<file path="src/verilog/vcarb_cfg.svh">
`ifndef VCARB_CFG_SVH
`define VCARB_CFG_SVH
// What this block does
// - Table location reads 00h when extended count is 000b, else 03h.
// - With location 00h the table is scratch; its writes never reach arbitration.
// - Capability two bits 23:8 always read zero.
// - Support field: bit0 fixed round-robin, bits1-3 weighted 32/64/128, rest reserved.
// - Support field reads 00h when extended count is 000b, else 03h.
// - Scheme choice bits 3:1 are read/write and name the support bit used.
// - Scheme choice resets to 000 fixed round-robin; 001 picks 32-phase weighted.
// - Writing 1 to control bit 0 copies the table while the location is 03h and no copy runs; the bit reads 0.
// - Control bits 15:4 always read zero.
// - Pending flag sets whenever any table entry is written while the location is 03h.
// - Pending flag clears only after a requested copy has finished.
// - Status bits 15:1 read zero; control and status reset to 0000h.
// - Extended count is 001b without strict priority, 000b with it.

// ****************************************
// Register map
// ****************************************
`define VCARB_CAP_BASE        12'h150
`define VCARB_CAP2_OFF        12'h158
`define VCARB_CTRL_OFF        12'h15c
`define VCARB_STATUS_OFF      12'h15e
`define VCARB_TBL_LOC_UNIT    12'h010
`define VCARB_TBL_BYTES       12'h010

// ****************************************
// Fields and values
// ****************************************
`define VCARB_LOC_LSB         24
`define VCARB_STATUS_SHIFT    16
`define VCARB_STROBE_BIT      0
`define VCARB_CHOICE_LSB      1
`define VCARB_CHOICE_MSB      3
`define VCARB_TBL_LOC_LIVE    8'h03
`define VCARB_TBL_LOC_NONE    8'h00
`define VCARB_SUPPORT_LIVE    8'h03
`define VCARB_SUPPORT_NONE    8'h00
`define VCARB_CHOICE_RESET    3'h0
`define VCARB_CHOICE_WRR32    3'h1
`define VCARB_COUNT_NORMAL    3'h1
`define VCARB_COUNT_STRICT    3'h0
`define VCARB_CTRL_RESET      16'h0000
`define VCARB_STATUS_RESET    16'h0000

`endif

</file>
<file path="src/verilog/vcarb_pkg.sv">
`default_nettype none
package vcarb_pkg;
   typedef logic [2:0] vcarb_scheme_t;
   typedef enum logic [1:0] {
      VCARB_IDLE = 2'b01,
      VCARB_COPY = 2'b10
   } vcarb_state_t;
endpackage
`default_nettype wire

</file>
<file path="src/verilog/vcarb_seq_if.sv">
`default_nettype none
interface vcarb_seq_if;
   logic load_req;
   logic table_mod;
   logic copy_done;
   logic copy_start;
   logic pending;
   modport ctrl (
      output load_req,
      output table_mod,
      output copy_done,
      input  copy_start,
      input  pending
   );
   modport seq (
      input  load_req,
      input  table_mod,
      input  copy_done,
      output copy_start,
      output pending
   );
endinterface
`default_nettype wire
</file>
<file path="src/verilog/vcarb_config_regs.sv">
`default_nettype none
`include "vcarb_cfg.svh"
module vcarb_config_regs (
   input  wire logic                      clk,
   input  wire logic                      reset_n,
   input  wire logic                      cfg_wr,
   input  wire logic                      cfg_rd,
   input  wire logic [11:0]               cfg_addr,
   input  wire logic [3:0]                cfg_be,
   input  wire logic [31:0]               cfg_wdata,
   output logic [31:0]                    cfg_rdata,
   output logic                           cfg_rd_valid,
   input  wire logic                      strict_priority_en,
   output logic [2:0]                     low_prio_ext_count,
   output var vcarb_pkg::vcarb_scheme_t   arb_scheme_choice,
   output logic                           arb_table_live,
   output logic                           table_copy_start,
   input  wire logic                      table_copy_done,
   output logic                           table_pending_flag
);
   import vcarb_pkg::*;

   // ****************************************
   // Address decode
   // ****************************************
   localparam logic [11:0] CAP2_ADDR = `VCARB_CAP2_OFF;
   localparam logic [11:0] CTRL_ADDR = `VCARB_CTRL_OFF;
   localparam logic [11:0] TBL_BASE  = `VCARB_CAP_BASE
                                     + 12'(`VCARB_TBL_LOC_LIVE) * `VCARB_TBL_LOC_UNIT;
   localparam logic [11:0] TBL_END   = TBL_BASE + `VCARB_TBL_BYTES;

   logic          hit_cap2;
   logic          hit_ctrl;
   logic          hit_tbl;
   logic          ctrl_wr;
   logic          strobe_wr;
   vcarb_scheme_t wr_choice;
   logic [2:0]    next_count;
   logic [7:0]    tbl_location;
   logic [7:0]    scheme_support;
   logic [31:0]   cap2_word;
   logic [15:0]   ctrl_half;
   logic [15:0]   status_half;
   logic [31:0]   ctrl_word;
   logic [31:0]   rd_word;

   // Control and status share one dword; status sits in lanes 2 and 3
   assign hit_cap2  = (cfg_addr[11:2] == CAP2_ADDR[11:2]);
   assign hit_ctrl  = (cfg_addr[11:2] == CTRL_ADDR[11:2]);
   assign hit_tbl   = (cfg_addr >= TBL_BASE) && (cfg_addr < TBL_END);
   assign ctrl_wr   = cfg_wr & hit_ctrl & cfg_be[0];
   assign wr_choice = cfg_wdata[`VCARB_CHOICE_MSB:`VCARB_CHOICE_LSB];
   assign strobe_wr = ctrl_wr & cfg_wdata[`VCARB_STROBE_BIT];

   // ****************************************
   // Extended count and table presence
   // ****************************************
   assign next_count = strict_priority_en ? `VCARB_COUNT_STRICT
                                          : `VCARB_COUNT_NORMAL;

   always_ff @(posedge clk) begin
      if (!reset_n) begin
         low_prio_ext_count <= `VCARB_COUNT_NORMAL;
         arb_table_live     <= 1'b1;
      end else begin
         low_prio_ext_count <= next_count;
         arb_table_live     <= (next_count != 3'h0);
      end
   end

   // ****************************************
   // Scheme choice
   // ****************************************
   // Reserved codes are stored as written; software must not use them
   always_ff @(posedge clk) begin
      if (!reset_n) begin
         arb_scheme_choice <= `VCARB_CHOICE_RESET;
      end else if (ctrl_wr) begin
         arb_scheme_choice <= wr_choice;
      end
   end

   // ****************************************
   // Table load and pending tracking
   // ****************************************
   vcarb_seq_if seq_bus ();

   // Scratch table: writes and loads never reach the arbiter
   assign seq_bus.load_req  = strobe_wr & arb_table_live;
   assign seq_bus.table_mod = cfg_wr & hit_tbl & (|cfg_be)
                            & arb_table_live;
   assign seq_bus.copy_done = table_copy_done;
   assign table_copy_start  = seq_bus.copy_start;
   assign table_pending_flag = seq_bus.pending;

   vcarb_load_seq u_load_seq (
      .clk     (clk),
      .reset_n (reset_n),
      .bus     (seq_bus.seq)
   );

   // ****************************************
   // Read path
   // ****************************************
   assign tbl_location   = arb_table_live ? `VCARB_TBL_LOC_LIVE
                                          : `VCARB_TBL_LOC_NONE;
   assign scheme_support = arb_table_live ? `VCARB_SUPPORT_LIVE
                                          : `VCARB_SUPPORT_NONE;
   assign cap2_word      = {tbl_location, 16'h0000, scheme_support};
   // Load strobe is never stored, so it always reads back as 0
   assign ctrl_half      = {12'h000, arb_scheme_choice, 1'b0};
   assign status_half    = {15'h0000, table_pending_flag};
   assign ctrl_word      = {status_half, ctrl_half};
   // Table storage lives elsewhere; unclaimed addresses read zero
   assign rd_word        = hit_cap2 ? cap2_word
                         : hit_ctrl ? ctrl_word
                         : 32'h0000_0000;

   always_ff @(posedge clk) begin
      if (!reset_n) begin
         cfg_rdata    <= 32'h0000_0000;
         cfg_rd_valid <= 1'b0;
      end else begin
         cfg_rd_valid <= cfg_rd;
         if (cfg_rd) begin
            cfg_rdata <= rd_word;
         end
      end
   end
endmodule
`default_nettype wire

</file>
<file path="src/verilog/vcarb_load_seq.sv">
`default_nettype none
module vcarb_load_seq (
   input  wire logic clk,
   input  wire logic reset_n,
   vcarb_seq_if.seq  bus
);
   import vcarb_pkg::*;

   vcarb_state_t state;
   vcarb_state_t next_state;
   logic         mod_seen;
   logic         next_mod_seen;
   logic         next_pending;
   logic         st_idle;
   logic         st_copy;
   logic         start_now;
   logic         done_accept;

   // ****************************************
   // Copy sequencing
   // ****************************************
   assign st_idle     = (state == VCARB_IDLE);
   assign st_copy     = (state == VCARB_COPY);
   // A request during a copy is dropped; the pending flag still tells software
   assign start_now   = st_idle & bus.load_req;
   assign done_accept = st_copy & bus.copy_done;

   always_comb begin
      next_state = state;
      case (state)
         VCARB_IDLE: begin
            if (bus.load_req) begin
               next_state = VCARB_COPY;
            end
         end
         VCARB_COPY: begin
            if (bus.copy_done) begin
               next_state = VCARB_IDLE;
            end
         end
         default: begin
            next_state = VCARB_IDLE;
         end
      endcase
   end

   // ****************************************
   // Pending flag
   // ****************************************
   // A write in the start cycle may miss the copy, so it counts as late
   always_comb begin
      next_mod_seen = mod_seen;
      if (start_now) begin
         next_mod_seen = bus.table_mod;
      end else if (done_accept) begin
         next_mod_seen = 1'b0;
      end else if (st_copy && bus.table_mod) begin
         next_mod_seen = 1'b1;
      end
   end

   // Set wins over the clear of a finishing copy
   assign next_pending = bus.table_mod
                       | (bus.pending & ~(done_accept & ~mod_seen));

   always_ff @(posedge clk) begin
      if (!reset_n) begin
         state          <= VCARB_IDLE;
         mod_seen       <= 1'b0;
         bus.pending    <= 1'b0;
         bus.copy_start <= 1'b0;
      end else begin
         state          <= next_state;
         mod_seen       <= next_mod_seen;
         bus.pending    <= next_pending;
         bus.copy_start <= start_now;
      end
   end
endmodule
`default_nettype wire

</file>
<file path="config.mk">
export PLATFORM = sky130hd
export DESIGN_NAME = vcarb_config_regs
export DESIGN_NICKNAME = d
export VERILOG_FILES = /design/src/verilog/vcarb_pkg.sv /design/src/verilog/vcarb_seq_if.sv /design/src/verilog/vcarb_config_regs.sv /design/src/verilog/vcarb_load_seq.sv
export VERILOG_INCLUDE_DIRS = /design/src /design/src/verilog
export SDC_FILE = /design/constraint.sdc
export NUM_CORES = 1
export LEC_CHECK = 0
export ABC_AREA = 1
export BUFFER_PORTS_ARGS = -buffer_cell sky130_fd_sc_hd__buf_2
export CAP_MARGIN = 20
export CORE_MARGIN = 3
export CORE_UTILIZATION = 38
export CTS_CLUSTER_SIZE = 30
export DETAILED_ROUTE_END_ITERATION = 7
export GPL_ROUTABILITY_DRIVEN = 0
export GPL_TIMING_DRIVEN = 1
export PLACE_DENSITY = 0.91
export SLEW_MARGIN = 20
export SYNTH_ARGS = -nofsm -noshare
export SYNTH_HDL_FRONTEND = slang
export SYNTH_SLANG_ARGS = --single-unit
</file>
<file path="constraint.sdc">
create_clock -name clk -period 2.5 [get_ports clk]
set_input_delay 0.375 -clock clk [delete_from_list [all_inputs] [get_ports clk]]
set_output_delay 0.375 -clock clk [all_outputs]
set_load 0.05 [all_outputs]
</file>
Word level (Yosys, flattened, before mapping):

Cells that the tools add are included.

* flip-flop bits (word level): 45
* output and inout bits: 42

* $lt $le $gt $ge: 2
* eq/ne operators: 6
* multiplexer cells: 10
* bitwise operators: 14
* reductions and logical operators: 6

Operators by type and width (number)
* $mux W26: 1
* $eq A10 B7 Y1 const B: 2
* $mux W17: 1
* $ge A12 B9 Y1 const B: 1
* $lt A12 B9 Y1 const B: 1
* $and A1 B1 Y1: 11
* $mux W2: 3
* $reduce_bool A3 Y1: 2
* $mux W1: 4
* $pmux W2 S2: 1
* $reduce_or A4 Y1: 1
* $eq A2 B1 Y1 const B: 1
* $eq A2 B2 Y1 const B: 1
* $logic_and A1 B1 Y1: 2
* $ne A2 B1 Y1 const B: 1
* $ne A2 B2 Y1 const B: 1
* $not A1 Y1: 2
* $reduce_and A2 Y1: 1
* $or A1 B1 Y1: 1

Longest topological paths before layout:

* word-level depth: 9
* gate-level depth with buffers: 9
* gate-level depth less buffers: 9

Cells and area by module:

A second synthesis with hierarchy kept.

* cell total of the unflattened synthesis: 135
* area, all modules: 954.7 um^2

Modules (own cells, without submodules)
* vcarb_config_regs: times used 1, cells each 109, area an instance 758.2 um^2, seq. area each 200.2 um^2
* vcarb_load_seq: times used 1, cells each 26, area an instance 196.4 um^2, seq. area each 100.1 um^2

Least setup slack after synthesis:

Ideal clock, no wire load.

* kind: register to register
* from: register low_prio_ext_count[0] (netlist name)
* to: register u_load_seq.mod_seen
* setup time: 0.058 ns
* data arrival time: 1.288 ns
* required time: 2.442 ns
* slack: 1.153 ns
* stages on the path, launching flop included: 7
* buffers on the path: 0
* period minus slack after synthesis: 1.347 ns
* cells stage by stage: dfxtp_1 nand2_1 nor3_2 nand4_4 nand2_4 nand2_2 nand2_1

RTL lines
* end signal: assignment: RTL line vcarb_load_seq.sv:74 `mod_seen <= next_mod_seen;`
* end: declaration: RTL line vcarb_load_seq.sv:11 `logic mod_seen;`

Worst setup path in the final report:

* from: register low_prio_ext_count[0]
* to: output low_prio_ext_count[0]

RTL lines
* start: declaration: RTL line vcarb_config_regs.sv:14 `output logic [2:0] low_prio_ext_count,`
* start signal: assignment: RTL line vcarb_config_regs.sv:63 `` low_prio_ext_count <= `VCARB_COUNT_NORMAL; ``
* start signal: assignment: RTL line vcarb_config_regs.sv:66 `low_prio_ext_count <= next_count;`

No word-level cell between the ends.

==> impl_metrics.csv <==
group,metric,value,unit
synthesis,post_synth.cell_area_avg,7.61,µm²
timing,max_freq,745,MHz
drt,wl_per_cell,8.74,µm
clock_network,cts_resized,0,
clock_network,cts_buffer_depth,2,
floorplanning,dieArea,3090,µm²
timing,finalClockSkew,0.564,ps
timing,fin_ws,1160,ps
pwr,p_leak,0.613,nW
critical_path,worstPathArrival,970,ps
clock_network,clock_latency,280,ps
timing,min_period,1340,ps
synthesis,syn_area,936,µm²
drt,ant_nets,0,
placement,place_ws,1220,ps
clock_network,hold_buffers,0,
clock_network,cts_root_buffer,"clkbuf_4",
drt,drt_first_pass_iters,4,
run_status,status,"finished, final reports clean",
clock_network,cts_made_buffers,3,
critical_path,critPathMaxStageDelay,400,ps
critical_path,crit_required,2120,ps
timing,hold-worst-slack,244,ps
synthesis,synth-seq-cells,15,
timing,final-setup-viol-count,0,
pwr,powerDensity,510,nW/µm²
synthesis,yosysSeqAreaShare,0.321,
drt,vias,777,
finish,nets,215,
critical_path,start_kind,"flip-flop",
timing,hold_violations,0,
synthesis,synth_cells,123,
clock_network,cts-htree-levels,1,
clock_network,post_cts_buffers,0,
drt,drc,0,
critical_path,crit_path_cell_trace,"buf_2",
global_route,grt_max_degree,11,
placement,dp_hpwl,1400,µm
finish,fill_cells,226,
pwr,combPwrFrac,0.299,
floorplanning,start_util,0.411,
placement,portBuffers,38,
critical_path,crit_fanout,5,
finish,final_common_cell,"buf_2",
timing,finalSetupTns,0,ps
finish,mostFrequentLayoutCells,"38 x buf_2, 27 x conb_1, 17 x nand2_1, 15 x dfxtp_1, 13 x nand3_1",
global_route,overflow,0,
global_route,grt_pass1_vias,692,
pwr,pwr-share-seq,0.452,
global_route,grt_pass1_wl,2760,µm
finish,drive_gt1_frac,0.338,
pwr,clock_power_share,0.249,
pwr,switchingPower,0.214,mW
floorplanning,ios,96,
timing,rsz0062_at_grt,"false",
clock_network,clk_pin_slew,90,ps
finish,antenna_cells,0,
floorplanning,die_w,55.6,µm
critical_path,worst_setup_path_end_kind,"output pin",
floorplanning,core_area,2280,µm²
pwr,irDropWorstVdd,244,µV
critical_path,critPathTopFamily,"flip-flops",
drt,wl,1640,µm
drt,vias_per_cell,4.13,
clock_network,cts.sinks,15,
finish,area_delta_synth_final,13.0,%
global_route,antenna_found_initial,0,
clock_network,cts_tree,"yes",
pwr,sw_frac_of_total,0.397,
flow_run,drv_cap,0,
timing,slew_violations,0,
synthesis,ys_types,21,
floorplanning,die_height,55.6,µm
synthesis,yosysWarningCount,0,
timing,fin_crit_sh,0.537,
critical_path,worstSetupPathType,"flip-flop to output pin",
drt,drtIter0Drc,20,
global_route,grt_use_total,0.111,
pwr,intPower,0.325,mW
worst_hold_path,hold_path.class,"input port to flip-flop",
floorplanning,rows,17,
critical_path,crit_slowest_cell,"dfxtp_1",
critical_path,critPathBufInv,1,
## path summary, 6_finish.rpt
path	start	endpoint	slack, ps	cells after the start
worst max-delay path	low_prio_ext_count[0]$_SDFF_PN1_	low_prio_ext_count[0]	1160	1
worst min-delay path	strict_priority_en	low_prio_ext_count[0]$_SDFF_PN1_	240	2
worst max register to register	low_prio_ext_count[0]$_SDFF_PN1_	u_load_seq.mod_seen$_SDFFE_PN0P_	1430	6
worst min register to register	cfg_rdata[2]$_SDFFE_PN0P_	cfg_rdata[2]$_SDFFE_PN0P_	470	2
## sequential cells by signal (all words and copies together), names as in the netlist
| signal | count |
|---|---|
| cfg_rd_valid | 1 |
| low_prio_ext_count | 1 |
| u_load_seq.mod_seen | 1 |
| arb_scheme_choice | 3 |
| u_load_seq.bus.pending | 1 |
| cfg_rdata | 5 |
| u_load_seq.bus.copy_start | 1 |
| u_load_seq.state | 2 |
## metrics by stage
| stage | cell area, µm² | utilization | power, mW | cells |
|---|---|---|---|---|
| floorplan | 1030 | - | 0.417 | 149 |
| global placement | 1030 | 0.452 | 0.409 | 184 |
| detailed placement | 1030 | 0.452 | 0.411 | 184 |
| CTS | 1060 | 0.465 | 0.544 | 188 |
| global route | 1060 | 0.465 | 0.564 | 188 |
| finish | 1060 | 0.465 | 0.539 | 188 |
## cell usage after synthesis
library cell   n  area, µm²
a21oi_1        7       35.0
buf_4         30        225
clkbuf_1       1       3.75
conb_1         1       3.75
dfxtp_1       15        300
inv_1         12       45.0
inv_2          3       11.3
nand2_1       17       63.8
nand2_2        2       12.5
nand2_4        1       11.3
nand3_1       13       65.1
nand3_4        1       17.5
nand4_1        2       12.5
nand4_4        1       21.3
nor2_1        10       37.5
nor2_4         2       22.5
nor2_8         1       20.0
nor3_1         1       5.00
nor3_2         1       10.0
o21a_1         1       7.51
o21ai_0        1       5.00
## per-layer routing
layer	share of wire	routed length, µm	global-route usage
met2	0.54	886	0.189
met4	0.0049	8	0.0556
met1	0.35	580	0.112
met3	0.10	168	0.0510
met5	0	0	0
## area by class of cell
type,instances,area [µm²],area share
clock buffers,3,22.5,0.0213
clock inverters,1,5.00,0.00473
inverters,15,56.3,0.0533
multi-input cells,88,448,0.424
flip-flops and latches,15,300,0.284
well taps,28,35.0,0.0331
repair buffers,38,190,0.180
## cells by family (layout without fill, tap and decap cells)
kind of cell           after synthesis  count (layout)  share of synthesized area
AND/OR/NAND/NOR                     52              52                      0.320
other                                1              27                    0.00401
AO/OA/AOI/OAI                        9               9                     0.0508
flip-flops                          15              15                      0.321
buffers and inverters               46              57                      0.305
## power by group through the flow
| stage | logic (mW) | registers (mW) | clock network, mW |
|---|---|---|---|
| 2_1_floorplan | 0.155 | 0.261 | 0 |
| 3_3_place_gp | 0.159 | 0.250 | 0 |
| 3_5_place_dp | 0.161 | 0.250 | 0 |
| 4_1_cts | 0.161 | 0.244 | 0.139 |
| 5_1_grt | 0.170 | 0.245 | 0.150 |
| 6_report | 0.161 | 0.244 | 0.134 |
Power figures use the tool's default switching activity.
